[src/logic/wdrat_pkg.sv]
// Shared constants and types for the watchdog reset and address-trap block
package wdrat_pkg;
  // Clock figures and reset pulse length
  localparam int unsigned CLK_PERIOD_NS = 10;
  localparam int unsigned FC_PERIOD_NS = 10;
  localparam int unsigned RESET_FC_PERIODS = 24;
  // Longest time: rounded down
  localparam int unsigned RESET_CYCLES = (RESET_FC_PERIODS * FC_PERIOD_NS) / CLK_PERIOD_NS;
  localparam int unsigned RST_CNT_W = 5;

  // Register indices; byte address is four times the index
  localparam int unsigned ADDR_W = 12;
  localparam logic [9:0] IDX_CTRL1 = 10'h034;
  localparam logic [9:0] IDX_CMD = 10'h035;
  localparam logic [9:0] IDX_STATUS = 10'h036;
  localparam logic [ADDR_W-1:0] ADDR_CTRL1 = {IDX_CTRL1, 2'b00};
  localparam logic [ADDR_W-1:0] ADDR_CMD = {IDX_CMD, 2'b00};
  localparam logic [ADDR_W-1:0] ADDR_STATUS = {IDX_STATUS, 2'b00};

  // Command codes
  localparam logic [7:0] CODE_TRAP_APPLY = 8'hD2;
  localparam logic [7:0] CODE_CLEAR = 8'h4E;
  localparam logic [7:0] CODE_DISABLE = 8'hB1;

  // Control register one fields
  localparam int unsigned BIT_OVF_ACTION = 0;
  localparam int unsigned BIT_WDTT_LSB = 1;
  localparam int unsigned BIT_ENABLE = 3;
  localparam int unsigned BIT_TRAP_ACTION = 4;
  localparam int unsigned BIT_RAM_TRAP = 5;
  localparam logic [7:0] CTRL1_RESET = 8'h39;

  // Prescaler shape: tap = base + 2 * (3 - select)
  localparam int unsigned DEF_PRE_W = 24;
  localparam int unsigned DEF_TAP_BASE = 17;
  localparam int unsigned WDTT_MAX = 3;
  localparam logic [1:0] BIN_LAST = 2'h3;

  // Neutral default area bounds
  localparam logic [15:0] DEF_SFR_LO = 16'h0000;
  localparam logic [15:0] DEF_SFR_HI = 16'h003F;
  localparam logic [15:0] DEF_RAM_LO = 16'h0040;
  localparam logic [15:0] DEF_RAM_HI = 16'h023F;
  localparam logic [15:0] DEF_DBR_LO = 16'h0F80;
  localparam logic [15:0] DEF_DBR_HI = 16'h0FFF;

  typedef enum logic [1:0] {
    SEL_NONE = 2'b00,
    SEL_CTRL1 = 2'b01,
    SEL_CMD = 2'b10,
    SEL_STATUS = 2'b11
  } wdrat_sel_t;

  typedef struct packed {
    logic psel;
    logic penable;
    logic pwrite;
    logic [ADDR_W-1:0] paddr;
    logic [31:0] pwdata;
  } wdrat_apb_req_t;

  typedef struct packed {
    logic valid;
    logic [15:0] addr;
  } wdrat_fetch_t;

  typedef struct packed {
    logic [21:0] zero;
    logic [1:0] wdtt;
    logic [1:0] cause;
    logic [1:0] bin_cnt;
    logic ovf_action;
    logic trap_action;
    logic ram_trap;
    logic active;
  } wdrat_status_t;
endpackage : wdrat_pkg

[src/logic/wdrat_top.sv]
// Watchdog reset path and instruction-fetch address trap with APB registers
//
// The APB interface to the registers was chosen for this implementation.
`timescale 1ns/1ps
`default_nettype none

module wdrat_top #(
  parameter int unsigned PRE_W = wdrat_pkg::DEF_PRE_W,
  parameter int unsigned TAP_BASE = wdrat_pkg::DEF_TAP_BASE,
  parameter logic [15:0] SFR_LO = wdrat_pkg::DEF_SFR_LO,
  parameter logic [15:0] SFR_HI = wdrat_pkg::DEF_SFR_HI,
  parameter logic [15:0] RAM_LO = wdrat_pkg::DEF_RAM_LO,
  parameter logic [15:0] RAM_HI = wdrat_pkg::DEF_RAM_HI,
  parameter logic [15:0] DBR_LO = wdrat_pkg::DEF_DBR_LO,
  parameter logic [15:0] DBR_HI = wdrat_pkg::DEF_DBR_HI
) (
  input wire logic clk,
  input wire logic arst_n,
  input wire wdrat_pkg::wdrat_apb_req_t apb_req,
  output logic pready,
  output logic [31:0] prdata,
  output logic pslverr,
  input wire wdrat_pkg::wdrat_fetch_t fetch,
  input wire logic low_speed_mode_one,
  input wire logic sub_oscillator_clock_tick,
  input wire logic hold_mode,
  output logic reset_pin_n,
  output logic hw_reset,
  output logic osc_restart,
  output logic overflow_interrupt,
  output logic fetch_trap_interrupt
);
  import wdrat_pkg::*;

  logic rst_meta_r;
  logic rst_n;
  logic pready_r;
  logic [31:0] prdata_r;
  logic pslverr_r;
  logic [1:0] wdtt_r;
  logic guard_enable_r;
  logic trap_action_r;
  logic ram_trap_pending_r;
  logic ovf_action_r;
  logic ram_trap_eff_r;
  logic guard_active_r;
  logic [PRE_W-1:0] prescaler_r;
  logic [1:0] bin_cnt_r;
  logic [RST_CNT_W-1:0] rst_cnt_r;
  logic [RST_CNT_W-1:0] rst_cnt_nxt;
  logic [1:0] cause_r;
  logic reset_pin_n_r;
  logic hw_reset_r;
  logic osc_restart_r;
  logic ovf_irq_r;
  logic trap_irq_r;

  function automatic wdrat_sel_t reg_sel(input logic [ADDR_W-1:0] a);
    if (a == ADDR_CTRL1) begin
      return SEL_CTRL1;
    end else if (a == ADDR_CMD) begin
      return SEL_CMD;
    end else if (a == ADDR_STATUS) begin
      return SEL_STATUS;
    end else begin
      return SEL_NONE;
    end
  endfunction : reg_sel

  function automatic logic in_area(input logic [15:0] a, input logic [15:0] lo,
                                   input logic [15:0] hi);
    return (a >= lo) && (a <= hi);
  endfunction : in_area

  function automatic logic tap_hit(input logic [PRE_W-1:0] pre, input logic [1:0] sel);
    int unsigned t;
    logic [PRE_W-1:0] m;
    t = TAP_BASE + 2 * (WDTT_MAX - sel);
    m = ~({PRE_W{1'b1}} << (t + 1));
    return (pre & m) == m;
  endfunction : tap_hit

  // Reset release through two flops
  always_ff @(posedge clk or negedge arst_n) begin
    if (!arst_n) begin
      rst_meta_r <= 1'b0;
      rst_n <= 1'b0;
    end else begin
      rst_meta_r <= 1'b1;
      rst_n <= rst_meta_r;
    end
  end

  // Bus decode; one wait-free access phase
  wire logic apb_setup = apb_req.psel && !apb_req.penable;
  wire logic apb_done = apb_req.psel && apb_req.penable && pready_r;
  wire wdrat_sel_t sel = reg_sel(apb_req.paddr);
  wire logic ctrl1_wr = apb_done && apb_req.pwrite && (sel == SEL_CTRL1);
  wire logic cmd_wr = apb_done && apb_req.pwrite && (sel == SEL_CMD);
  wire logic [7:0] wbyte = apb_req.pwdata[7:0];
  wire logic cmd_apply = cmd_wr && (wbyte == CODE_TRAP_APPLY);
  wire logic cmd_clear = cmd_wr && (wbyte == CODE_CLEAR);
  wire logic cmd_disable = cmd_wr && (wbyte == CODE_DISABLE);

  // Watchdog stepping and overflow
  wire logic pulse_busy = (rst_cnt_r != '0);
  wire logic step = guard_active_r && !hold_mode &&
                    (low_speed_mode_one ? sub_oscillator_clock_tick : 1'b1);
  wire logic bin_tick = step && tap_hit(prescaler_r, wdtt_r);
  wire logic ovf = bin_tick && (bin_cnt_r == BIN_LAST) && !cmd_clear;

  // Address trap detection
  wire logic in_ram = in_area(fetch.addr, RAM_LO, RAM_HI);
  wire logic in_fixed = in_area(fetch.addr, SFR_LO, SFR_HI) ||
                        in_area(fetch.addr, DBR_LO, DBR_HI);
  wire logic trap_hit = fetch.valid && (in_fixed || (ram_trap_eff_r && in_ram));

  // New requests are ignored while a pulse runs; the device is being reset anyway
  wire logic wdt_rst_req = ovf && ovf_action_r && !pulse_busy;
  wire logic trap_rst_req = trap_hit && trap_action_r && !pulse_busy;
  wire logic rst_req = wdt_rst_req || trap_rst_req;

  always_ff @(posedge clk or negedge rst_n) begin
    if (!rst_n) begin
      pready_r <= 1'b0;
      prdata_r <= 32'h0000_0000;
      pslverr_r <= 1'b0;
    end else begin
      pready_r <= apb_setup;
      if (apb_setup) begin
        pslverr_r <= (sel == SEL_NONE);
        if (!apb_req.pwrite && (sel == SEL_STATUS)) begin
          prdata_r <= wdrat_status_t'{zero: 22'h00_0000, wdtt: wdtt_r, cause: cause_r,
                                      bin_cnt: bin_cnt_r, ovf_action: ovf_action_r,
                                      trap_action: trap_action_r,
                                      ram_trap: ram_trap_eff_r, active: guard_active_r};
        end else begin
          prdata_r <= 32'h0000_0000;
        end
      end else if (apb_done) begin
        pslverr_r <= 1'b0;
        prdata_r <= 32'h0000_0000;
      end
    end
  end

  // Control register one; a reset request restores it
  always_ff @(posedge clk or negedge rst_n) begin
    if (!rst_n) begin
      wdtt_r <= CTRL1_RESET[BIT_WDTT_LSB +: 2];
      guard_enable_r <= CTRL1_RESET[BIT_ENABLE];
      trap_action_r <= CTRL1_RESET[BIT_TRAP_ACTION];
      ram_trap_pending_r <= CTRL1_RESET[BIT_RAM_TRAP];
      ovf_action_r <= CTRL1_RESET[BIT_OVF_ACTION];
    end else if (rst_req) begin
      wdtt_r <= CTRL1_RESET[BIT_WDTT_LSB +: 2];
      guard_enable_r <= CTRL1_RESET[BIT_ENABLE];
      trap_action_r <= CTRL1_RESET[BIT_TRAP_ACTION];
      ram_trap_pending_r <= CTRL1_RESET[BIT_RAM_TRAP];
      ovf_action_r <= CTRL1_RESET[BIT_OVF_ACTION];
    end else if (ctrl1_wr) begin
      wdtt_r <= wbyte[BIT_WDTT_LSB +: 2];
      guard_enable_r <= wbyte[BIT_ENABLE];
      trap_action_r <= wbyte[BIT_TRAP_ACTION];
      ram_trap_pending_r <= wbyte[BIT_RAM_TRAP];
      // Once cleared, software cannot set it again
      ovf_action_r <= ovf_action_r && wbyte[BIT_OVF_ACTION];
    end
  end

  // RAM trap setting becomes live only on the apply code
  always_ff @(posedge clk or negedge rst_n) begin
    if (!rst_n) begin
      ram_trap_eff_r <= CTRL1_RESET[BIT_RAM_TRAP];
    end else if (rst_req) begin
      ram_trap_eff_r <= CTRL1_RESET[BIT_RAM_TRAP];
    end else if (cmd_apply) begin
      ram_trap_eff_r <= ram_trap_pending_r;
    end
  end

  // Running state: enable bit sets it, disable code clears it only while the enable bit is zero
  always_ff @(posedge clk or negedge rst_n) begin
    if (!rst_n) begin
      guard_active_r <= CTRL1_RESET[BIT_ENABLE];
    end else if (rst_req) begin
      guard_active_r <= CTRL1_RESET[BIT_ENABLE];
    end else if (ctrl1_wr && wbyte[BIT_ENABLE]) begin
      guard_active_r <= 1'b1;
    end else if (cmd_disable && !guard_enable_r) begin
      guard_active_r <= 1'b0;
    end
  end

  // Prescaler and two-stage binary counter
  always_ff @(posedge clk or negedge rst_n) begin
    if (!rst_n) begin
      prescaler_r <= '0;
    end else if (rst_req || !guard_active_r) begin
      prescaler_r <= '0;
    end else if (step) begin
      prescaler_r <= prescaler_r + PRE_W'(1);
    end
  end

  always_ff @(posedge clk or negedge rst_n) begin
    if (!rst_n) begin
      bin_cnt_r <= 2'h0;
    end else if (rst_req || !guard_active_r || cmd_clear) begin
      bin_cnt_r <= 2'h0;
    end else if (bin_tick) begin
      bin_cnt_r <= bin_cnt_r + 2'h1;
    end
  end

  // Reset pulse timing on the main clock
  always_comb begin
    rst_cnt_nxt = rst_cnt_r;
    if (rst_req) begin
      rst_cnt_nxt = RST_CNT_W'(RESET_CYCLES);
    end else if (pulse_busy) begin
      rst_cnt_nxt = rst_cnt_r - RST_CNT_W'(1);
    end
  end

  always_ff @(posedge clk or negedge rst_n) begin
    if (!rst_n) begin
      rst_cnt_r <= '0;
      reset_pin_n_r <= 1'b1;
      hw_reset_r <= 1'b0;
      osc_restart_r <= 1'b0;
    end else begin
      rst_cnt_r <= rst_cnt_nxt;
      reset_pin_n_r <= (rst_cnt_nxt == '0);
      hw_reset_r <= (rst_cnt_nxt != '0);
      // Slow mode: main oscillator restarted for the pulse
      osc_restart_r <= (rst_cnt_nxt != '0) && low_speed_mode_one;
    end
  end

  // Last reset cause, readable after the pulse
  always_ff @(posedge clk or negedge rst_n) begin
    if (!rst_n) begin
      cause_r <= 2'h0;
    end else if (rst_req) begin
      cause_r <= {trap_rst_req, wdt_rst_req};
    end
  end

  // Non-maskable requests; nesting priority sits in the interrupt controller
  always_ff @(posedge clk or negedge rst_n) begin
    if (!rst_n) begin
      ovf_irq_r <= 1'b0;
      trap_irq_r <= 1'b0;
    end else begin
      ovf_irq_r <= ovf && !ovf_action_r && !pulse_busy;
      trap_irq_r <= trap_hit && !trap_action_r && !pulse_busy;
    end
  end

  assign pready = pready_r;
  assign prdata = prdata_r;
  assign pslverr = pslverr_r;
  assign reset_pin_n = reset_pin_n_r;
  assign hw_reset = hw_reset_r;
  assign osc_restart = osc_restart_r;
  assign overflow_interrupt = ovf_irq_r;
  assign fetch_trap_interrupt = trap_irq_r;

  // Helper: length of the current low pulse
  logic [RST_CNT_W:0] low_len_r;
  always_ff @(posedge clk or negedge rst_n) begin
    if (!rst_n) begin
      low_len_r <= '0;
    end else if (reset_pin_n_r) begin
      low_len_r <= '0;
    end else begin
      low_len_r <= low_len_r + (RST_CNT_W + 1)'(1);
    end
  end
endmodule : wdrat_top

`default_nettype wire

[config.mk]
export PLATFORM = sky130hd
export DESIGN_NAME = wdrat_top
export DESIGN_NICKNAME = d
export VERILOG_FILES = /design/src/logic/wdrat_pkg.sv /design/src/logic/wdrat_top.sv
export SDC_FILE = /design/constraint.sdc
export NUM_CORES = 1
export LEC_CHECK = 0
export BUFFER_PORTS_ARGS = -buffer_cell sky130_fd_sc_hd__buf_2
export CAP_MARGIN = 10
export CORE_ASPECT_RATIO = 1.25
export CORE_UTILIZATION = 50
export CTS_BUF_LIST = sky130_fd_sc_hd__clkbuf_4 sky130_fd_sc_hd__clkbuf_8 sky130_fd_sc_hd__clkbuf_16
export CTS_CLUSTER_DIAMETER = 150
export CTS_CLUSTER_SIZE = 20
export DETAILED_ROUTE_END_ITERATION = 10
export PLACE_DENSITY = 0.79
export REMOVE_ABC_BUFFERS = 1
export SLEW_MARGIN = 15
export SYNTH_ARGS = -nofsm -noshare
export SYNTH_HDL_FRONTEND = slang
export SYNTH_SLANG_ARGS = --single-unit
export TNS_END_PERCENT = 50
[constraint.sdc]
create_clock -name clk -period 2.15 [get_ports clk]
set_input_delay 0.43 -clock clk [delete_from_list [all_inputs] [get_ports clk]]
set_output_delay 0.43 -clock clk [all_outputs]
set_load 0.1 [all_outputs]
* Word-level counts from Yosys, hierarchy flattened
Index checks and enable logic that the tools add are counted.
** Word-level totals
- Register bits :: 82
- Bits in latches :: 0
- RAM bits :: 0
- Memory bits (read-only) :: 0
- Bits of input ports :: 69
- Output and inout bits :: 39
- Logic and storage cells :: 133
- Memories kept :: 0
** Cells by class
- $add $sub $neg :: 6
- Multipliers :: 0
- Divide/modulo/power cells :: 0
- Order comparisons :: 6
- Eq/ne operators :: 11
- Shift operators :: 1
- Multiplexer cells :: 30
- Bitwise logic cells :: 2
- Reductions and logical operators :: 56
** Operators by type and width (number)
- two-way mux 32 bit :: 2
- two-way mux 24 bit :: 2
- equality test 12 x 8 -> 1 bit (second input constant) :: 3
- logical AND 1 bit :: 32
- << shifter 24 x 32 -> 24 bit (first input constant) :: 1
- adder 24 x 1 -> 24 bit (second input constant) :: 1
- bitwise AND 24 bit :: 1
- equality test 24 bit :: 1
- inverter 24 bit :: 1
- equality test 8 bit (second input constant) :: 2
- >= comparator 16 x 1 -> 1 bit (second input constant) :: 1
- >= comparator 16 x 12 -> 1 bit (second input constant) :: 1
- >= comparator 16 x 7 -> 1 bit (second input constant) :: 1
- less-or-equal comparator 16 x 10 -> 1 bit (second input constant) :: 1
- less-or-equal comparator 16 x 12 -> 1 bit (second input constant) :: 1
- less-or-equal comparator 16 x 6 -> 1 bit (second input constant) :: 1
- two-way mux 1 bit :: 16
- two-way mux 2 bit :: 7
- two-way mux 10 bit :: 1
- two-way mux 5 bit :: 2
- nonzero test 2 bit :: 5
- nonzero test 5 bit :: 2
- zero test 1 bit :: 9
- adder 7 x 2 -> 8 bit (second input constant) :: 1
- other kinds (11) :: 17

* Depth between registers and ports, before layout
Gate-level depths: netlist of the first run.
- Depth after elaboration :: 16
- Mapped depth :: 10
- Depth with buffers taken out :: 7

* Least setup slack after synthesis of the first run
Ideal clock, no wire load.
- Kind :: register -> register
- Start :: register pready_r (netlist: pready)
- End :: register cause_r[0]
- Setup time :: 0.118 ns
- Arrival :: 2.244 ns
- Data required time :: 2.032 ns
- Setup slack :: -0.212 ns
- Stages on the path, launching flop included :: 8
- Path buffers :: 2
- Period minus slack after synthesis :: 2.362 ns
- Cell sequence :: dfrtp_1 > nand4_1 > nor3b_1 > a31oi_1 > and2_1 > buf_6 > buf_6 > a21o_1
** On the way
- Longest elaborated chain between the ends :: 9
** RTL lines
- from (decl) :: RTL line wdrat_top.sv:37 : logic pready_r;
- from (signal assigned) :: RTL line wdrat_top.sv:129 : pready_r <= apb_setup;
- logical AND 1 bit * :: RTL line wdrat_top.sv:96 : wire logic apb_done = apb_req.psel && apb_req.penable && pready_r;
- logical AND 1 bit * (2 in a row) :: RTL line wdrat_top.sv:99 : wire logic cmd_wr = apb_done && apb_req.pwrite && (sel == SEL_CMD);
- logical AND 1 bit * :: RTL line wdrat_top.sv:102 : wire logic cmd_clear = cmd_wr && (wbyte == CODE_CLEAR);
- zero test 1 bit * :: RTL line wdrat_top.sv:110 : wire logic ovf = bin_tick && (bin_cnt_r == BIN_LAST) && !cmd_clear;
- logical AND 1 bit * :: RTL line wdrat_top.sv:110
- logical AND 1 bit * (2 in a row) :: RTL line wdrat_top.sv:119 : wire logic wdt_rst_req = ovf && ovf_action_r && !pulse_busy;
- logical OR 1 bit :: RTL line wdrat_top.sv:121 : wire logic rst_req = wdt_rst_req || trap_rst_req;
- to (signal assigned) :: RTL line wdrat_top.sv:246 : cause_r <= {trap_rst_req, wdt_rst_req};
- to (decl) :: RTL line wdrat_top.sv:51 : logic [1:0] cause_r;
Mark *: on every way between the ends. The rest lies on a longest branch, timed or not.
A chain may end at the register's enable or synchronous reset.

* Worst setup path in the final report of the first run
- Start :: register rst_cnt_r[0]
- End :: register prescaler_r[7]
** On the way
- Longest elaborated chain between the ends :: 6
- Elaborated cells between the ends (all ways) :: 8
- Classes of those cells :: mux (1); reduce/logical (7)
** RTL lines
- from (decl) :: RTL line wdrat_top.sv:49 : logic [RST_CNT_W-1:0] rst_cnt_r;
- from (signal assigned) :: RTL line wdrat_top.sv:233 : rst_cnt_r <= rst_cnt_nxt;
- nonzero test 5 bit * :: RTL line wdrat_top.sv:106 : wire logic pulse_busy = (rst_cnt_r != '0);
- zero test 1 bit * :: RTL line wdrat_top.sv:119, wdrat_top.sv:120
- logical AND 1 bit, on equally long branches :: RTL line wdrat_top.sv:119, wdrat_top.sv:120
- logical OR 1 bit * :: RTL line wdrat_top.sv:121
- logical OR 1 bit * :: RTL line wdrat_top.sv:199 : end else if (rst_req || !guard_active_r) begin
- two-way mux 24 bit / nonzero test 2 bit (equally long branches)
- to (signal assigned) :: RTL line wdrat_top.sv:202 : prescaler_r <= prescaler_r + PRE_W'(1);
- to (decl) :: RTL line wdrat_top.sv:47 : logic [PRE_W-1:0] prescaler_r;
Marks and branches as above.

==> results of run 1 <==
power by group:
part,switching (mW),internal [mW],leakage [nW],total (mW)
combinational,0.555,0.313,1.04,0.868
clock,0.480,0.540,0.100,1.02
sequential,0.0515,1.20,0.784,1.25
total,1.09,2.06,1.93,3.14
layout by cell type, fill, tap and decap left out, types with 11 or more instances in the layout:
| cell | netlist | layout |
|---|---|---|
| dfrtp_1 | 53 | 52 |
| xnor2_1 | 16 | 16 |
| nand3_1 | 14 | 14 |
| nor3_2 | 28 | 28 |
| buf_4 | 24 | 38 |
| buf_2 | 1 | 55 |
| conb_1 | 2 | 23 |
| a22o_1 | 11 | 11 |
| xor2_1 | 11 | 11 |
| nand2_1 | 21 | 21 |
cell families (layout without fill, tap and decap cells):
| group | count (synthesis) | after routing | synth area share (%) |
|---|---|---|---|
| XOR/XNOR | 27 | 27 | 7.16 |
| AND/OR/NAND/NOR | 127 | 127 | 26.5 |
| other | 2 | 23 | 0.227 |
| AO/OA/AOI/OAI | 36 | 36 | 8.68 |
| buffers and inverters | 42 | 126 | 8.45 |
| flip-flops | 60 | 60 | 45.7 |
| multiplexers | 7 | 7 | 2.12 |
| adder cells (fa/ha/maj) | 3 | 3 | 1.14 |
flip-flops by register name, summed over array words and instances (netlist names), 2 cells and up:
signal and count:
wdtt_r 2, prescaler_r 24, bin_cnt_r 2, prdata 10
rst_cnt_r 5, cause_r 2
metrics by stage:
step / power, mW / hold WS, ns / area (sq um)
finish: 3.14 / 0.235 / 4160
detailed placement: 2.10 / 0.217 / 3880
CTS: 3.13 / 0.252 / 4110
floorplan: 1.82 / 0.134 / 3140
global route: 3.27 / 0.271 / 4160
global placement: 2.08 / 0.215 / 3880
worst paths after layout:
check	start	endpoint	slack [ns]	depth (start not counted)
max reg2reg	rst_cnt_r[0]$_DFF_PN0_	prescaler_r[7]$_DFFE_PN0P_	0.09	9
min in group clk	apb_req[45]	pready$_DFF_PN0_	0.28	2
min reg2reg	rst_n$_DFF_PN0_	osc_restart$_DFF_PN0_	0.23	0
max	rst_cnt_r[0]$_DFF_PN0_	prescaler_r[7]$_DFFE_PN0P_	0.09	9
min	rst_n$_DFF_PN0_	osc_restart$_DFF_PN0_	0.23	0
max in group asynchronous	rst_n$_DFF_PN0_	guard_active_r$_DFFE_PN1P_	1.28	1
area by class of cell:
cell class | count | share of cell area, %
well taps | 85 | 2.56
inverters | 10 | 0.903
clock inverters | 7 | 1.77
clock buffers | 9 | 2.98
multi-input cells | 223 | 38.9
flip-flops and latches | 60 | 36.3
repair buffers | 100 | 16.5
per-layer routing:
metal | share of wire (%) | up-vias | GRT usage (%)
li1 | - | 1242 | -
met1 | 40 | 1238 | 24.8
met2 | 53 | 75 | 36.9
met3 | 4.5 | 16 | 4.24
met4 | 1.9 | 0 | 9.75
met5 | 0 | - | 0
repair_timing:
action,in CTS,in global routing
pin swaps,0,2
gates cloned,0,1
resized for setup,5,2
hold buffers,1,0
setup endpoints to repair,42,35
setup buffers,0,2
endpoints found under the hold margin,2,0
==> results.toml, run 1 <==
[sta]
fin_skew_ns = 0.00898
fmax_mhz = 485
hold_viol = 0
drv_slew = 0
worst_slack_ns = 0.0863
tns_ns = 0
slew-limit-headroom_pct = 66.2
setup_viol = 0
min_period_ns = 2.06
period_share_pct = 96.0
tightest_slew_ns = 0.503

[final_layout]
seqCellArea_sq_um = 1510
fin_cells = 494
final_nets = 476
area_delta_synth_final_pct = 26.0
multi_input_area_sq_um = 1620
n_antenna_cell = 0
fin_util_pct = 66.2
drive_gt1_share_pct = 39.6
fill_cells = 507

[worst_setup_path]
end_kind = "register"
crit_top_cell = "nand2_1"
timing_worst_setup_path_type = "register to register"
required_ns = 2.38
slowest_delay_ns = 0.42
arrival_ns = 2.29
start_kind = "register"
path_buf_inv = 3
crit_chain = "inv_1, ha_1, nor4b_4, buf_4, nand2_1, a2111o_1, nand2_1, buf_12, nor3_2"
cpMaxStageDelayCell = "a2111o_1"
crit_family = "simple AND/OR/NAND/NOR gates"
crit_fanout = 24

[clock_network]
clk_pin_slew_ns = 0.07
clock_path_buffers = 2
clkSinkCount = 60
clk_latency_ns = 0.35
cts_tree = "built"
root_buffer = "clkbuf_8"
htreeDepth = 3
numCtsBuffers = 9

[synthesis]
synth_top_area_share_pct = 40.2
netlist_instances = 304
ys_seq_elements = 60
synth_ff_type = "dfrtp_1"
netlist_top_cells_area = "dfrtp_1 40%, nor3_2 8.5%, dfstp_2 5.6%"
yosysMostFrequentCell = "dfrtp_1"
netlist_area_sq_um = 3300
synth-edff-count = 0
synth-seq-area-share_pct = 45.7
yosysWarnings = 0
synth_top_cell_by_area = "dfrtp_1"
ys_types = 49
ys_top_cells_by_count = "53 x dfrtp_1, 28 x nor3_2, 24 x buf_4"
post_synth.cell_area_avg_sq_um = 10.9
ys_async_sr_fraction_pct = 100

[grt]
grt_pass1_wl_um = 11000
grt_max_degree = 39
gr-usage-all-layers_pct = 21.3
grt_overflow = 0
antenna_found_initial = 0
grt_pass1_vias = 2525

[drt]
remaining_drc_errors = 0
wl_per_cell_um = 14.3
antenna_left = 0
viasPerCell = 5.20
route.vias.total = 2571
drt-initial-drc-count = 112
routed_wl_um = 7080
firstDrtPassIters = 5

[job]
drv_cap = 0

[power_and_ir_drop]
p_leak_nw = 1.93
powerDensity_nw_per_um2 = 755
vdd_drop_max_uv = 503

[placed_design]
dp.cells = 474
pre_cts_slack_ns = -0.294
gp_congestion = 0.827
dp_hpwl_um = 5020
portBuffers = 55

[die]
die_x_um = 74.7
rows = 32
ios = 108
initial_core_util_pct = 52.5
die_area_sq_um = 6930
core_area_sq_um = 6290
die_y_um = 92.9

[status]
status = "completed"

[hold_path]
hold_class = "register to async pin"
Note: power is estimated with default switching activity, not from simulation.
==> run 2, diff against run 1 <==
clock period = 2.2 ns   (was 2.15 ns; I/O delays follow)
==> run 2 against run 1 <==
Net effect: critical path depth increased by 1; worst setup slack better by 0.0063 ns; final cell count down 2.2%; via count is essentially flat; core utilization shrank 1.1 points; flip-flop and latch count unchanged; global-route usage is 1.1 points higher; critical path type unchanged; critical endpoint is now prescaler_r[12]$_DFFE_PN0P_; largest power group unchanged.
==> results.toml, run 2 (synthesis gave the netlist of run 1 again) <==
[drt]
routed_wl_um = 6870
viasPerCell = 5.32
drt-initial-drc-count = 126
firstDrtPassIters = 4
route.vias.total = 2569
remaining_drc_errors = 0
wl_per_cell_um = 14.2
antenna_left = 0

[grt]
grt_max_degree = 59
antenna_found_initial = 0
grt_overflow = 0
grt_pass1_vias = 2529
grt_pass1_wl_um = 11800
gr-usage-all-layers_pct = 22.4

[placed_design]
portBuffers = 55
gp_congestion = 0.830
placed_area_sq_um = 3810
dp.cells = 466
dp_hpwl_um = 4870

[final_layout]
fin_util_pct = 65.1
regMostFlops = "prescaler_r"
n_antenna_cell = 0
mostFrequentLayoutCells = "55 x buf_2, 52 x dfrtp_1, 28 x nor3_2, 28 x buf_4, 23 x conb_1"
fin_area_sq_um = 4090
final_common_cell = "buf_2"
largest_reg_flops = 24
drive_gt1_share_pct = 38.2
area_delta_synth_final_pct = 23.9
final_nets = 465
fin_cells = 483

[hold_path]
hold_class = "register to async pin"

[sta]
fmax_mhz = 475
period_share_pct = 95.8
drv_slew = 0
setup_viol = 0
hold_ws_ns = 0.258
rsz0062_at_grt = "no"
hold_viol = 0
min_period_ns = 2.11
fin_skew_ns = 0.00970

[clock_network]
htreeDepth = 3
clk_pin_slew_ns = 0.07
cts_tree = "built"
clkSinkCount = 60
root_buffer = "clkbuf_8"
clk_latency_ns = 0.34
clock_path_buffers = 2
numCtsBuffers = 9
post_cts_buffers = 0

[worst_setup_path]
required_ns = 2.42
timing.rr.end = "prescaler_r[12]$_DFFE_PN0P_"
end_kind = "register"
timing_worst_setup_path_type = "register to register"
arrival_ns = 2.33
rr_worst_depth = 10
start_kind = "register"
worstReg2RegStart = "rst_cnt_r[0]$_DFF_PN0_"
crit_path_start = "rst_cnt_r[0]$_DFF_PN0_"
rrSetupSlack_ns = 0.09
crit_fanout = 21

[power_and_ir_drop]
powerDensity_nw_per_um2 = 775
total_power_mw = 3.17
p_leak_nw = 1.88
vdd_drop_max_uv = 601

[job]
drv_cap = 0

[die]
core_area_sq_um = 6290
ios = 108
die_y_um = 92.9
die_x_um = 74.7
rows = 32
die_area_sq_um = 6930
initial_core_util_pct = 52.5

[status]
status = "completed"
==> run 2: cell count changes in the layout (fill, tap and decap cells not counted) <==
cell,before,now
buf_4,38,28
clkbuf_4,0,2
clkbuf_8,9,11
clkinv_2,2,0
inv_6,2,0
buf_12,4,3
buf_6,1,2
bufinv_16,1,2
clkbuf_16,1,0
clkinvlp_4,1,0
nand2_1,21,20
nand2_2,0,1
==> run 2: worst max path at each step <==
stage	endpoint	slack, ns	depth (start not counted)
after detailed placement	guard_enable_r$_DFFE_PN1P_	-0.17	9
final	prescaler_r[12]$_DFFE_PN0P_	0.09	10
after global routing	osc_restart$_DFF_PN0_	0.004	10
after global placement	guard_enable_r$_DFFE_PN1P_	-0.13	9
after floorplan	bin_cnt_r[0]$_DFFE_PN0P_	-1.21	7
after CTS	bin_cnt_r[0]$_DFFE_PN0P_	0.04	10
==> run 2: layout make-up <==
cell class	instances	area, sq um
Fill cell	498	2200
Multi-Input combinational cell	223	1620
Sequential cell	60	1510
Timing Repair Buffer	89	578
Clock buffer	13	166
Tap cell	85	106
Clock inverter	3	68.8
Inverter	10	37.5
==> run 2: metal layers <==
metal	track usage, %	wire length, um	vias to the layer above
met5	0	0	-
met4	10.1	229	0
met3	4.68	305	24
met2	35.3	3400	84
met1	29.3	2930	1235
li1	-	-	1226
==> run 2: critical path: stages, from the launching register on <==
cell	delay, ns
dfrtp_1	0.39
inv_1	0.10
ha_1	0.20
nor4b_4	0.21
buf_4	0.17
buf_6	0.14
nand3_1	0.12
a31oi_2	0.20
and2_4	0.20
buf_12	0.18
nor3_2	0.07
==> run 2: report_power, final <==
part           switching [mW]  internal, mW  total [mW]
clock                   0.425         0.728        1.15
sequential             0.0574          1.18        1.23
combinational           0.527         0.256       0.782
total                    1.01          2.16        3.17
==> run 2: metrics by stage <==
| stage | setup TNS [ns] | worst slack [ns] |
|---|---|---|
| after floorplan | -41.95 | -1.21 |
| after global placement | -0.779 | -0.125 |
| after detailed placement | -1.21 | -0.167 |
| after CTS | 0 | 0.0425 |
| after global routing | 0 | 0.00369 |
| final | 0 | 0.0926 |
==> run 2: timing repair <==
item,CTS,global route
hold buffers,1,0
pin swaps,0,1
endpoints found under the setup margin,35,38
endpoints found under the hold margin,2,0
resized for setup,1,7
==> run 3, diff against run 2 <==
CELL_PAD_IN_SITES_DETAIL_PLACEMENT = 2   (was default)
CELL_PAD_IN_SITES_GLOBAL_PLACEMENT = 2   (was default)
CORE_UTILIZATION = 31   (was 50)
GPL_TIMING_DRIVEN = 0   (was default)
PLACE_DENSITY = default   (was 0.79)
PLACE_DENSITY_LB_ADDON = 0.1   (was default)
==> run 3 against run 2 <==
Net effect: final cell count rose by 5.8%; sequential power about the same; hold slack got worse by 0.062 ns; sequential share of layout area decreased by 1.2 points; cell area is 3.9% higher; die area increased by 60%; via count up 0.31%; largest cell class unchanged; clock skew decreased by 0.00073 ns; highest routed layer unchanged; fmax decreased by 2.2%; clock-buffer cell count down 2; global-route usage fell by 4.6 points; flip-flop and latch count unchanged.
==> results.toml, run 3 (synthesis gave the netlist of run 1 again) <==
[placed_design]
placed_area_sq_um = 3650
dp.cells = 481
dp_hpwl_um = 6210
portBuffers = 55
gp_congestion = 0.736

[drt]
wl_met2_um = 4890
remaining_drc_errors = 0
antenna_left = 0
routed_wl_um = 9120
met1_length_um = 3760
firstDrtPassIters = 4
wl_per_cell_um = 17.8
dr_wl_met3_um = 299
drt-initial-drc-count = 52
viasPerCell = 5.04
top_layer_used = "met4"
route.vias.total = 2577

[clock_network]
clk_latency_ns = 0.34
clock_path_buffers = 2
htreeDepth = 3
cts_tree = "built"
root_buffer = "clkbuf_16"
numCtsBuffers = 9
clkSinkCount = 60
clk_pin_slew_ns = 0.05

[sta]
period_share_pct = 97.9
tightest_slew_ns = 0.539
setup_viol = 0
drv_slew = 0
slew-limit-headroom_pct = 64.0
rsz0062_at_grt = "yes"
fin_skew_ns = 0.00898
hold_viol = 0
fmax_mhz = 464
min_period_ns = 2.15

[worst_setup_path]
required_ns = 2.42
start_kind = "register"
rr_worst_depth = 9
rrSetupSlack_ns = 0.05
arrival_ns = 2.37
end_kind = "register"
timing.rr.end = "prescaler_r[4]$_DFFE_PN0P_"
timing_worst_setup_path_type = "register to register"
worstReg2RegStart = "rst_cnt_r[0]$_DFF_PN0_"
crit_fanout = 7

[final_layout]
drive_gt1_share_pct = 39.5
fin_cells = 511
regMostFlops = "prescaler_r"
n_antenna_cell = 0
fin_area_sq_um = 4250
mostFrequentLayoutCells = "55 x buf_2, 52 x dfrtp_1, 29 x nor3_2"
area_delta_synth_final_pct = 28.7
fill_cells = 1120
largest_reg_flops = 24
final_nets = 449
fin_util_pct = 41.6
final_common_cell = "buf_2"

[die]
initial_core_util_pct = 32.3
die_y_um = 117
ios = 108
die_x_um = 94.3
rows = 41
die_area_sq_um = 11100
core_area_sq_um = 10200

[grt]
gr-usage-all-layers_pct = 17.8
grt_max_degree = 43
antenna_found_initial = 0
grt_overflow = 0
grt_pass1_vias = 2871
grt_pass1_wl_um = 14800

[status]
status = "completed"

[power_and_ir_drop]
p_leak_nw = 1.87
vdd_drop_max_uv = 403
powerDensity_nw_per_um2 = 838
total_power_mw = 3.56

[hold_path]
hold_class = "register to async pin"

[job]
drv_cap = 0
run 3: cell type report:
| class | count | area, sq um | share of cell area [%] |
|---|---|---|---|
| timing repair buffer | 70 | 460 | 10.8 |
| multi-input combinational | 226 | 1750 | 41.2 |
| inverter | 10 | 37.5 | 0.883 |
| clock buffer | 11 | 246 | 5.80 |
| sequential | 60 | 1520 | 35.7 |
| tap | 129 | 161 | 3.80 |
| clock inverter | 5 | 75.1 | 1.77 |
run 3: stage by stage:
| step | hold slack [ns] | setup slack (ns) | setup TNS [ns] |
|---|---|---|---|
| floorplan | 0.144 | -1.21 | -41.95 |
| global placement | 0.226 | -2.56 | -124.03 |
| detailed placement | 0.213 | -0.627 | -23.65 |
| CTS | 0.212 | 0.000471 | 0 |
| global route | 0.231 | -0.0291 | -0.366 |
| finish | 0.196 | 0.0452 | 0 |
run 3: critical path, cell delays in order (launching register included):
cell and delay [ns]:
dfrtp_1 0.42, inv_2 0.09, ha_2 0.18, nor4b_4 0.25, buf_4 0.17, nand2_2 0.07, a2111o_2 0.48, buf_12 0.17
nand2_4 0.14, nor3_2 0.06
run 3: power breakdown:
group | switching [mW] | internal, mW | total [mW]
clock network | 0.516 | 1.03 | 1.54
logic | 0.519 | 0.244 | 0.762
registers | 0.0769 | 1.18 | 1.25
total | 1.11 | 2.45 | 3.56
run 3: what timing repair did:
action                                  4_1_cts  5_1_grt
pin swaps                                     7        3
endpoints found under the setup margin       43       37
setup buffers                                 6        3
gates resized for setup                      20        7
hold buffers                                  1        0
gates cloned                                  3        1
hold endpoints to repair                      2        0
run 3: how the worst max path moves through the flow:
stage	start	endpoint	slack, ns	cells past startpoint
6_report	rst_cnt_r[0]$_DFF_PN0_	prescaler_r[4]$_DFFE_PN0P_	0.05	9
5_1_grt	apb_req[41]	rst_cnt_r[3]$_DFF_PN0_	-0.03	6
3_5_place_dp	rst_cnt_r[0]$_DFF_PN0_	prescaler_r[11]$_DFFE_PN0P_	-0.63	7
2_1_floorplan	rst_cnt_r[0]$_DFF_PN0_	bin_cnt_r[0]$_DFFE_PN0P_	-1.21	7
4_1_cts	rst_cnt_r[0]$_DFF_PN0_	bin_cnt_r[0]$_DFFE_PN0P_	0.0005	9
3_3_place_gp	rst_cnt_r[0]$_DFF_PN0_	bin_cnt_r[0]$_DFFE_PN0P_	-2.56	7
run 3: metal layers:
metal  GRT usage, %  up-vias
met5              0        -
met4           8.08        0
met3           2.92       11
met2           31.3       53
met1           20.7     1317
li1               -     1196
